**src/design/frw_pkg.sv**
```systemverilog
// Purpose: Shared constants, types and decoders for the fault retry and warning supervisor.
// Assumes: One 25 MHz system clock and a synchronous active-high reset.
// Notes: Lookup tables for the 3-bit fields are parameters of the top module.
package frw_pkg;

  localparam int CLK_PERIOD_NS = 40;
  localparam int MS_NS = 1000000;
  localparam int MS_CYCLES = MS_NS / CLK_PERIOD_NS;
  localparam int FAST_ON_US = 100;
  localparam int FAST_ON_CYCLES = (FAST_ON_US * 1000) / CLK_PERIOD_NS;
  localparam int MS_W = 17;
  localparam int CNT_W = 6;
  localparam int FAST_W = 12;
  localparam int NUM_WARN = 13;

  localparam int WI_GATE_LOW = 0;
  localparam int WI_EXT_OVERTEMP = 1;
  localparam int WI_DIE_OVERTEMP = 2;
  localparam int WI_IN_UNDERVOLT = 3;
  localparam int WI_IN_OVERVOLT = 4;
  localparam int WI_OUT_OVERVOLT = 5;
  localparam int WI_OUT_UNDERVOLT = 6;
  localparam int WI_SAFE_AREA = 7;
  localparam int WI_OUT_UNDERCURRENT = 8;
  localparam int WI_OUT_OVERCURRENT = 9;
  localparam int WI_NEG_CURRENT = 10;
  localparam int WI_IN_OVERPOWER = 11;
  localparam int WI_BUS_ERROR = 12;

  localparam logic [CNT_W-1:0] USED_RESET = 6'h00;
  localparam logic [FAST_W-1:0] FAST_RESET = 12'h000;

  typedef enum logic [3:0] {
    CS_POR_INIT, CS_READ_CFG, CS_SWITCH_CHECK, CS_STANDBY, CS_SOFTSTART,
    CS_ON, CS_CURRENT_REG, CS_FAULT, CS_LATCHED
  } frw_ctrl_e;

  typedef enum logic [1:0] {SV_RUN, SV_COOLDOWN, SV_LATCH, SV_MEM_LATCH} frw_sv_e;

  typedef struct packed {
    logic output_undervoltage;
    logic powerup_watchdog;
    logic overcurrent;
    logic safe_area_regulation;
    logic severe_overcurrent;
  } frw_retry_fault_s;

  typedef struct packed {
    logic memory;
    logic drain_source_short;
    logic gate_drain_short;
    logic gate_source_short;
  } frw_latch_fault_s;

  typedef struct packed {
    logic unsuccessful_retry;
    frw_latch_fault_s latch;
    frw_retry_fault_s retry;
  } frw_fault_status_s;

  typedef logic [NUM_WARN-1:0] frw_warn_t;
  typedef logic [7:0][CNT_W-1:0] frw_count_lut_t;
  typedef logic [7:0][MS_W-1:0] frw_ms_lut_t;

  localparam frw_fault_status_s FAULT_STATUS_RESET = '0;
  localparam frw_warn_t WARN_RESET = 13'h0000;

  // Tells whether a warning is processed in the given controller state.
  function automatic logic frw_warn_active(input int unsigned idx, input frw_ctrl_e st);
    logic on_states;
    logic wide_states;
    logic active;
    on_states = (st == CS_ON) || (st == CS_CURRENT_REG);
    wide_states = (st == CS_STANDBY) || (st == CS_SOFTSTART) || on_states || (st == CS_FAULT);
    if (idx == WI_GATE_LOW)
      active = (st == CS_ON);
    else if (idx == WI_IN_OVERPOWER)
      active = (st == CS_SOFTSTART) || on_states;
    else if (idx == WI_BUS_ERROR)
      active = wide_states || (st == CS_LATCHED);
    else if (idx <= WI_OUT_OVERVOLT)
      active = wide_states;
    else
      active = on_states;
    return active;
  endfunction

endpackage

```
**src/design/frw_ms_timer.sv**
```systemverilog
// Purpose: Millisecond down-counter used for cool-down and retry-success deglitch.
// Assumes: tick is a one-cycle pulse once per millisecond.
// Notes: A load of zero finishes on the next clock without waiting for a tick.
`timescale 1ns/1ps
`default_nettype none
module frw_ms_timer
  import frw_pkg::*;
(
  input wire logic mclk,
  input wire logic reset,
  input wire logic start,
  input wire logic abort,
  input wire logic tick,
  input wire logic [MS_W-1:0] load_ms,
  output logic busy,
  output logic done
);

  logic [MS_W-1:0] count_reg;
  logic [MS_W-1:0] count_next;
  logic busy_reg;
  logic busy_next;
  logic done_reg;
  logic done_next;

  always_comb
  begin
    count_next = count_reg;
    busy_next = busy_reg;
    done_next = 1'b0;
    if (abort)
      busy_next = 1'b0;
    else if (start)
    begin
      count_next = load_ms;
      busy_next = 1'b1;
    end
    else if (busy_reg && (count_reg == '0))
    begin
      busy_next = 1'b0;
      done_next = 1'b1;
    end
    else if (busy_reg && tick)
      count_next = count_reg - 1'b1;
  end

  always_ff @(posedge mclk)
  begin
    if (reset)
    begin
      count_reg <= '0;
      busy_reg <= 1'b0;
      done_reg <= 1'b0;
    end
    else
    begin
      count_reg <= count_next;
      busy_reg <= busy_next;
      done_reg <= done_next;
    end
  end

  assign busy = busy_reg;
  assign done = done_reg;

endmodule // frw_ms_timer
`default_nettype wire

```
**src/design/frw_supervisor.sv**
```systemverilog
// Purpose: Retry pacing, latch-off handling and warning gating for a hot-swap controller.
// Assumes: Fault inputs are one-cycle event pulses; warning inputs are condition levels.
// Notes: Field decoding tables are parameters until their final values are settled.
//
// Summary of operation
// - Only the five retryable faults may retry, each gated by its own retry mask bit.
// - A 3-bit retry count field selects zero to 32 allowed retries.
// - With the counter disabled, retries go on forever and never raise unsuccessful retry.
// - Each retry except a fast-recovery one waits a cool-down set by a 3-bit field while staying in fault.
// - Clear-faults and enable toggling are ignored during cool-down.
// - After a retry reaches on, a deglitch timer reloads the retry counter if fault-free.
// - Exhausted retries raise unsuccessful retry and move to latch-off.
// - Fast recovery skips the cool-down after a severe overcurrent fault.
// - Fast recovery turns the strong gate pull-up on in soft-start without regulation.
// - Fast-recovery retries use the same counter and latch off when it expires.
// - Latch-off keeps the switch off and freezes status pins and all status bits except the bus-error warning.
// - Outside cool-down, memory and switch short faults latch off at once without retry.
// - With the counter enabled, a retry count of zero latches off on the first retryable fault.
// - Only reset leaves memory latch-off; clear-faults and the enable edge do not.
// - Clear-faults or enable falling edge leaves latch-off, clears status, restarts at switch check.
// - Warnings never turn the switch off; each sets its own status bit.
// - A mask picks warnings for the pin, which drops when conditions clear, except bus error, which holds it until its status clears.
// - A warning whose enable bit is clear is neither detected nor reported.
// - Warning status stays set until clear-faults, restart or power cycle.
// - Each warning is processed only in its own set of controller states.
// - Gate-low warning follows the gate comparator level in the on state.
// - Every retry with the counter enabled consumes one count; none left raises unsuccessful retry.
`timescale 1ns/1ps
`default_nettype none
module frw_supervisor
  import frw_pkg::*;
#(
  parameter int unsigned MS_CYCLES_P = MS_CYCLES,
  parameter frw_count_lut_t COUNT_LUT = {6'd32, 6'd16, 6'd8, 6'd4, 6'd3, 6'd2, 6'd1, 6'd0},
  parameter frw_ms_lut_t COOLDOWN_LUT = {17'd64000, 17'd32000, 17'd16000, 17'd8000,
                                         17'd4000, 17'd1000, 17'd100, 17'd0},
  parameter frw_ms_lut_t DEGLITCH_LUT = {17'd10000, 17'd5000, 17'd2000, 17'd1000,
                                         17'd500, 17'd100, 17'd10, 17'd1}
)
(
  input wire logic mclk,
  input wire logic reset,
  input wire frw_ctrl_e ctrl_state,
  input wire frw_retry_fault_s retry_fault,
  input wire frw_latch_fault_s latch_fault,
  input wire frw_retry_fault_s retry_mask,
  input wire logic [2:0] retry_count_field,
  input wire logic retry_counter_disable,
  input wire logic [2:0] cooldown_time_field,
  input wire logic [2:0] retry_ok_deglitch_field,
  input wire logic gate_fast_recovery_enable,
  input wire logic no_regulation_needed,
  input wire logic clear_faults,
  input wire logic enable_pin,
  input wire logic enable_pin_is_enable,
  input wire logic power_good_cond,
  input wire frw_warn_t warn_cond,
  input wire frw_warn_t warn_enable,
  input wire frw_warn_t warn_mask,
  output logic switch_off,
  output logic retry_start,
  output logic switch_check_start,
  output logic strong_pullup,
  output logic latch_off,
  output logic mem_latch_off,
  output logic [CNT_W-1:0] retries_used,
  output frw_fault_status_s fault_status,
  output frw_warn_t warning_status,
  output logic warning_pin,
  output logic fault_pin,
  output logic power_good_pin
);

  frw_sv_e sv_reg, sv_next;
  logic [CNT_W-1:0] used_reg, used_next;
  logic retried_reg, retried_next;
  logic retry_start_reg, retry_start_next;
  logic check_reg, check_next;
  logic en_prev_reg;
  frw_ctrl_e ctrl_prev_reg;
  logic [31:0] presc_reg, presc_next;
  logic tick_reg, tick_next;
  logic [FAST_W-1:0] fast_reg, fast_next;
  logic pullup_reg, pullup_next;
  frw_fault_status_s fstat_reg, fstat_next;
  frw_warn_t wstat_reg, wstat_next;
  logic wpin_reg, wpin_next;
  logic fpin_reg, fpin_next;
  logic pg_reg, pg_next;
  logic off_reg, off_next;
  frw_warn_t qual;
  frw_warn_t pin_level;
  logic any_retry, retry_allowed, latch_hit, en_fall, frozen, clear_ok, fast_skip;
  logic ur_set, release_go, cool_start, cool_done, dg_start, dg_abort, dg_done;
  logic [MS_W-1:0] cool_load;

  assign any_retry = |retry_fault;
  assign retry_allowed = |(retry_fault & retry_mask);
  assign latch_hit = |latch_fault;
  assign en_fall = enable_pin_is_enable && en_prev_reg && !enable_pin;
  assign frozen = (sv_reg == SV_LATCH) || (sv_reg == SV_MEM_LATCH);
  assign clear_ok = clear_faults && (sv_reg == SV_RUN);
  assign fast_skip = gate_fast_recovery_enable && retry_fault.severe_overcurrent;
  assign cool_load = fast_skip ? '0 : COOLDOWN_LUT[cooldown_time_field];
  assign dg_start = (sv_reg == SV_RUN) && retried_reg && (ctrl_state == CS_ON) && (ctrl_prev_reg != CS_ON);
  assign dg_abort = any_retry || latch_hit || (sv_reg != SV_RUN);

  frw_ms_timer u_cooldown (
    .mclk(mclk),
    .reset(reset),
    .start(cool_start),
    .abort(1'b0),
    .tick(tick_reg),
    .load_ms(cool_load),
    .busy(),
    .done(cool_done)
  );

  frw_ms_timer u_deglitch (
    .mclk(mclk),
    .reset(reset),
    .start(dg_start),
    .abort(dg_abort),
    .tick(tick_reg),
    .load_ms(DEGLITCH_LUT[retry_ok_deglitch_field]),
    .busy(),
    .done(dg_done)
  );

  // Retry sequencing; counting used retries lets reset clear to a constant.
  always_comb
  begin
    sv_next = sv_reg;
    used_next = used_reg;
    retried_next = retried_reg;
    retry_start_next = 1'b0;
    check_next = 1'b0;
    cool_start = 1'b0;
    ur_set = 1'b0;
    release_go = 1'b0;
    unique case (sv_reg)
      SV_RUN:
      begin
        if (latch_fault.memory)
          sv_next = SV_MEM_LATCH;
        else if (latch_hit)
          sv_next = SV_LATCH;
        else if (any_retry && !retry_allowed)
          sv_next = SV_LATCH;
        else if (any_retry && retry_counter_disable)
        begin
          sv_next = SV_COOLDOWN;
          cool_start = 1'b1;
        end
        else if (any_retry && (used_reg >= COUNT_LUT[retry_count_field]))
        begin
          ur_set = 1'b1;
          sv_next = SV_LATCH;
        end
        else if (any_retry)
        begin
          used_next = used_reg + 1'b1;
          sv_next = SV_COOLDOWN;
          cool_start = 1'b1;
        end
        else if (dg_done)
        begin
          used_next = USED_RESET;
          retried_next = 1'b0;
        end
      end
      SV_COOLDOWN:
      begin
        if (cool_done)
        begin
          sv_next = SV_RUN;
          retry_start_next = 1'b1;
          retried_next = 1'b1;
        end
      end
      SV_LATCH:
      begin
        if (clear_faults || en_fall)
        begin
          release_go = 1'b1;
          sv_next = SV_RUN;
          check_next = 1'b1;
          used_next = USED_RESET;
          retried_next = 1'b0;
        end
      end
      SV_MEM_LATCH:
        sv_next = SV_MEM_LATCH;
    endcase
  end

  // Warnings are qualified by enable and controller state only; they never feed the switch.
  generate
    for (genvar i = 0; i < NUM_WARN; i++)
    begin : g_warn
      assign qual[i] = warn_cond[i] && warn_enable[i] && frw_warn_active(i, ctrl_state);
      if (i == WI_BUS_ERROR)
      begin : g_sticky
        assign pin_level[i] = wstat_reg[i];
      end
      else
      begin : g_auto
        assign pin_level[i] = qual[i];
      end
    end
  endgenerate

  // Status, pins and the one-millisecond prescaler.
  always_comb
  begin
    presc_next = presc_reg + 32'h0000_0001;
    tick_next = 1'b0;
    if (presc_reg >= MS_CYCLES_P - 1)
    begin
      presc_next = 32'h0000_0000;
      tick_next = 1'b1;
    end
    fstat_next = fstat_reg;
    wstat_next = wstat_reg;
    if (release_go)
    begin
      fstat_next = FAULT_STATUS_RESET;
      wstat_next = WARN_RESET;
    end
    else if (frozen)
      wstat_next[WI_BUS_ERROR] = wstat_reg[WI_BUS_ERROR] | qual[WI_BUS_ERROR];
    else
    begin
      if (clear_ok)
      begin
        fstat_next = FAULT_STATUS_RESET;
        wstat_next = WARN_RESET;
      end
      fstat_next.retry = fstat_next.retry | retry_fault;
      fstat_next.latch = fstat_next.latch | latch_fault;
      fstat_next.unsuccessful_retry = fstat_next.unsuccessful_retry | ur_set;
      wstat_next = wstat_next | qual;
    end
    if (frozen)
    begin
      wpin_next = release_go ? 1'b0 : wpin_reg;
      fpin_next = release_go ? 1'b0 : fpin_reg;
      pg_next = release_go ? 1'b0 : pg_reg;
    end
    else
    begin
      wpin_next = |(pin_level & warn_mask & ~(clear_ok ? 13'h1000 : 13'h0000));
      fpin_next = (sv_next != SV_RUN);
      pg_next = power_good_cond && (sv_next == SV_RUN);
    end
    off_next = (sv_next != SV_RUN);
    fast_next = FAST_RESET;
    pullup_next = 1'b0;
    if (gate_fast_recovery_enable && no_regulation_needed && (sv_reg == SV_RUN) &&
        (ctrl_state == CS_SOFTSTART) && (ctrl_prev_reg != CS_SOFTSTART))
    begin
      fast_next = FAST_W'(FAST_ON_CYCLES);
      pullup_next = 1'b1;
    end
    else if (pullup_reg && (ctrl_state == CS_SOFTSTART) && (fast_reg != FAST_RESET))
    begin
      fast_next = fast_reg - 1'b1;
      pullup_next = 1'b1;
    end
  end

  always_ff @(posedge mclk)
  begin
    if (reset)
    begin
      sv_reg <= SV_RUN;
      used_reg <= USED_RESET;
      retried_reg <= 1'b0;
      retry_start_reg <= 1'b0;
      check_reg <= 1'b0;
      en_prev_reg <= 1'b0;
      ctrl_prev_reg <= CS_POR_INIT;
      presc_reg <= 32'h0000_0000;
      tick_reg <= 1'b0;
      fast_reg <= FAST_RESET;
      pullup_reg <= 1'b0;
      fstat_reg <= FAULT_STATUS_RESET;
      wstat_reg <= WARN_RESET;
      wpin_reg <= 1'b0;
      fpin_reg <= 1'b0;
      pg_reg <= 1'b0;
      off_reg <= 1'b0;
    end
    else
    begin
      sv_reg <= sv_next;
      used_reg <= used_next;
      retried_reg <= retried_next;
      retry_start_reg <= retry_start_next;
      check_reg <= check_next;
      en_prev_reg <= enable_pin;
      ctrl_prev_reg <= ctrl_state;
      presc_reg <= presc_next;
      tick_reg <= tick_next;
      fast_reg <= fast_next;
      pullup_reg <= pullup_next;
      fstat_reg <= fstat_next;
      wstat_reg <= wstat_next;
      wpin_reg <= wpin_next;
      fpin_reg <= fpin_next;
      pg_reg <= pg_next;
      off_reg <= off_next;
    end
  end

  assign switch_off = off_reg;
  assign retry_start = retry_start_reg;
  assign switch_check_start = check_reg;
  assign strong_pullup = pullup_reg;
  assign latch_off = (sv_reg == SV_LATCH);
  assign mem_latch_off = (sv_reg == SV_MEM_LATCH);
  assign retries_used = used_reg;
  assign fault_status = fstat_reg;
  assign warning_status = wstat_reg;
  assign warning_pin = wpin_reg;
  assign fault_pin = fpin_reg;
  assign power_good_pin = pg_reg;
endmodule // frw_supervisor
`default_nettype wire

```
**config.mk**
```make
export PLATFORM = sky130hd
export DESIGN_NAME = frw_supervisor
export DESIGN_NICKNAME = d
export VERILOG_FILES = /design/src/design/frw_pkg.sv /design/src/design/frw_ms_timer.sv /design/src/design/frw_supervisor.sv
export SDC_FILE = /design/constraint.sdc
export NUM_CORES = 1
export LEC_CHECK = 0
export BUFFER_PORTS_ARGS = -buffer_cell sky130_fd_sc_hd__buf_4
export CORE_MARGIN = 1.5
export CORE_UTILIZATION = 55
export CTS_CLUSTER_SIZE = 28
export DETAILED_ROUTE_END_ITERATION = 6
export GPL_TIMING_DRIVEN = 0
export PLACE_DENSITY = 0.9
export SKIP_CTS_REPAIR_TIMING = 1
export SLEW_MARGIN = 5
export SYNTH_ARGS = -nofsm -noshare
export SYNTH_HDL_FRONTEND = slang
export SYNTH_SLANG_ARGS = --single-unit
```
**constraint.sdc**
```tcl
create_clock -name mclk -period 3.77 [get_ports mclk]
set_clock_uncertainty 0.2 [all_clocks]
set_input_delay 1.131 -clock mclk [delete_from_list [all_inputs] [get_ports mclk]]
set_output_delay 1.131 -clock mclk [all_outputs]
set_load 0.01 [all_outputs]
```
==> flow_metrics.py <==
metrics = {
    "outcome": {
        "status": "finished clean",
    },
    "global_route": {
        "grt_overflow": 0,
        "grt_pass1_vias": 5702,
        "antenna_found_initial": 0,
        "track_usage_pct": 29.32,
        "grt_pass1_wl_mm": 26.92,
        "grt_max_degree": 17,
    },
    "synthesis": {
        "seq_area_frac_synth_pct": 41.75,
        "yosys_warnings": 0,
        "ys_ff_latch": 127,
        "synth_top_area_share_pct": 41.75,
        "avgSynthCellArea_sq_um": 8.505,
        "synth-main-ff-cell": "dfxtp_1",
        "async_flop_share_pct": 0,
        "synth_area_leaders": "dfxtp_1 (42%), nor2_1 (5.5%), a21oi_1 (4.8%)",
        "yosysUniqueCellTypes": 77,
        "synth_area_sq_um": 6090,
        "synth_edf_count": 0,
        "yosys.area.top_type": "dfxtp_1",
        "synthCells": 716,
    },
    "power_and_ir_drop": {
        "p_int_mw": 2.519,
        "p_per_area_nw_per_um2": 430.5,
        "p_leak_nw": 3.184,
        "switching_power_mw": 0.7957,
        "finalPower_mw": 3.315,
        "vdd_drop_max_v": 0.0003480,
        "pwr-share-comb_pct": 10.8,
        "pwr-share-seq_pct": 42.4,
        "clkPwrFrac_pct": 46.8,
        "switching_share_pct": 24.01,
    },
    "clock_network": {
        "cts_max_path_buffers": 2,
        "htreeDepth": 4,
        "clock-sinks": 127,
        "cts_tree": "yes",
        "insertion_delay_ps": 540,
        "cts_made_buffers": 17,
        "cts-root-buf": "clkbuf_8",
        "clk_pin_slew_ps": 60,
    },
    "place": {
        "port_buffers": 109,
        "placed_cell_area_sq_um": 7143,
        "gp_congestion": 0.9249,
        "dpl_worst_slack_ps": -228.4,
        "hpwl_mm": 11.61,
        "post-place-cells": 981,
    },
    "detailed_routing": {
        "wl_met2_mm": 7.779,
        "wirelength_met1_mm": 6.888,
        "route.met3.wl_mm": 1.354,
        "drtAntennaViolNets": 0,
        "drc": 0,
        "drt-pass1-iter-count": 7,
        "wl_per_cell_microns": 16.28,
        "vias": 6028,
        "first_iter_violations": 610,
        "viasPerCell": 5.957,
        "highest_layer": "met4",
        "totalWireLength_mm": 16.48,
    },
    "finish": {
        "drive_above_1_share_pct": 19.04,
        "fin_area_sq_um": 7699,
        "antenna_cells": 0,
        "fill_cells": 803,
        "area_growth_pct": 26.42,
        "nNetsFinal": 954,
        "largest_reg_flops": 32,
        "final_cells": 1012,
        "fin_util_pct": 71.02,
    },
    "timing": {
        "timing.setup.tns_ps": 0,
        "setup_ws_ps": 304.4,
        "finalMaxSlewViolations": 0,
        "final.min_clock_period_ps": 3466,
        "hold_ws_ps": 239.2,
        "finalCritPeriodShare_pct": 91.93,
        "slew_headroom_pct": 36.34,
        "hold_viol_final": 0,
        "rsz0062_at_grt": "false",
        "tightest_slew_ps": 952.5,
        "fmax_mhz": 288.6,
        "finalSetupViolations": 0,
    },
    "worst_setup_path": {
        "startpoint_type": "input pin",
        "worst_setup_path_end_kind": "register",
        "arrival_ps": 3700,
        "critPathMaxFanout": 7,
        "critPathKind": "in2reg",
        "cp.required_ps": 4010,
    },
    "flow_run": {
        "cap_violations": 0,
    },
    "die": {
        "num_rows": 38,
        "initial_core_util_pct": 56.17,
        "die-area_sq_um": 11710,
        "dieHeight_microns": 108.2,
        "die_w_microns": 108.2,
        "coreArea_sq_um": 10840,
        "ios": 113,
    },
    "worst_hold_path": {
        "hold_class": "reg2reg",
    },
}
-- cells in the final DEF, fill, tap and decap left out, types with 8 or more instances in the layout --
cell type	Yosys	routed
clkbuf_16	0	16
inv_1	19	19
clkbuf_1	21	25
nand3_1	36	36
and3_1	11	11
nor2b_1	17	17
o21ai_0	32	32
xnor2_1	20	20
nor3_1	22	22
a32oi_1	12	12
a21oi_1	58	58
nand2_1	55	55
nor4_1	14	14
xor2_1	13	13
a211oi_1	9	9
or4_1	8	8
nor2_1	90	90
nand4_1	11	11
ha_1	19	19
dfxtp_1	127	127
buf_4	1	110
conb_1	1	17
-- worst max-delay path: stages --
cell and delay, ps:
buf_4 120, or3b_2 460, ha_1 190, a211o_1 250, a21oi_1 130, o21ai_0 260
o41ai_2 600, o311ai_0 260, a32o_1 300
-- power groups by stage --
| stage | clock [mW] | combinational [mW] | sequential (mW) |
|---|---|---|---|
| after CTS | 1.55 | 0.349 | 1.41 |
| final | 1.55 | 0.357 | 1.41 |
| after floorplan | 0 | 0.173 | 1.44 |
| after detailed placement | 0 | 0.344 | 1.43 |
| after global placement | 0 | 0.338 | 1.43 |
| after global routing | 1.61 | 0.389 | 1.41 |
-- layer usage --
layer  global-route usage [%]  vias up
met5                        0        -
met4                    13.25        0
met3                    8.077       56
met2                    47.69      286
met1                    36.19     2796
li1                         -     2890
-- cell usage after synthesis (5+ instances only) --
library cell  number
a211oi_1           9
a31oi_1            5
inv_1             19
nand2_1           55
nand4_1           11
dfxtp_1          127
nor2_1            90
o21ai_0           32
or4_1              8
nand2b_1           5
nand3b_1           5
xor2_1            13
a32oi_1           12
nor4_1            14
nor3_1            22
a21oi_1           58
mux2i_1            5
nor2b_1           17
nand3_1           36
xnor2_1           20
and2_1             5
clkbuf_1          21
ha_1              19
and3_1            11
-- cells by family (layout without fill, tap and decap cells) --
| family | Yosys count | in the layout | synth area share, % |
|---|---|---|---|
| muxes | 6 | 6 | 1.007 |
| and+or+nand+nor | 312 | 312 | 26.79 |
| other | 1 | 17 | 0.06158 |
| adders and majority gates | 19 | 19 | 3.904 |
| buffers and inverters | 49 | 189 | 3.287 |
| AOI/OAI and AO/OA | 169 | 169 | 18.45 |
| xor gates and xnor gates | 33 | 33 | 4.746 |
| DFF | 127 | 127 | 41.75 |
-- worst paths after layout --
kind                                                      startpoint                               endpoint  slack (ps)  depth (start not counted)
worst max-delay path                            retry_count_field[0]           retries_used[2]$_SDFFE_PP0P_         300                          9
worst min-delay path                          fast_reg[0]$_SDFF_PP0_                 fast_reg[0]$_SDFF_PP0_         240                          1
worst max register to register  u_deglitch.count_reg[0]$_SDFFE_PP0P_  u_deglitch.count_reg[15]$_SDFFE_PP0P_         840                          8
worst min register to register                fast_reg[0]$_SDFF_PP0_                 fast_reg[0]$_SDFF_PP0_         240                          1
-- final cells by class --
class | count | area [sq um] | share of cell area (%)
plain buffers | 28 | 121.4 | 1.576
clock buffers | 24 | 470.5 | 6.111
clock inverters | 7 | 85.08 | 1.105
inverters | 21 | 78.83 | 1.024
multi-input cells | 556 | 3407 | 44.25
flip-flops and latches | 127 | 2542 | 33.02
well taps | 140 | 175.2 | 2.275
repair buffers | 109 | 818.3 | 10.63
Power figures use the tool's default switching activity.
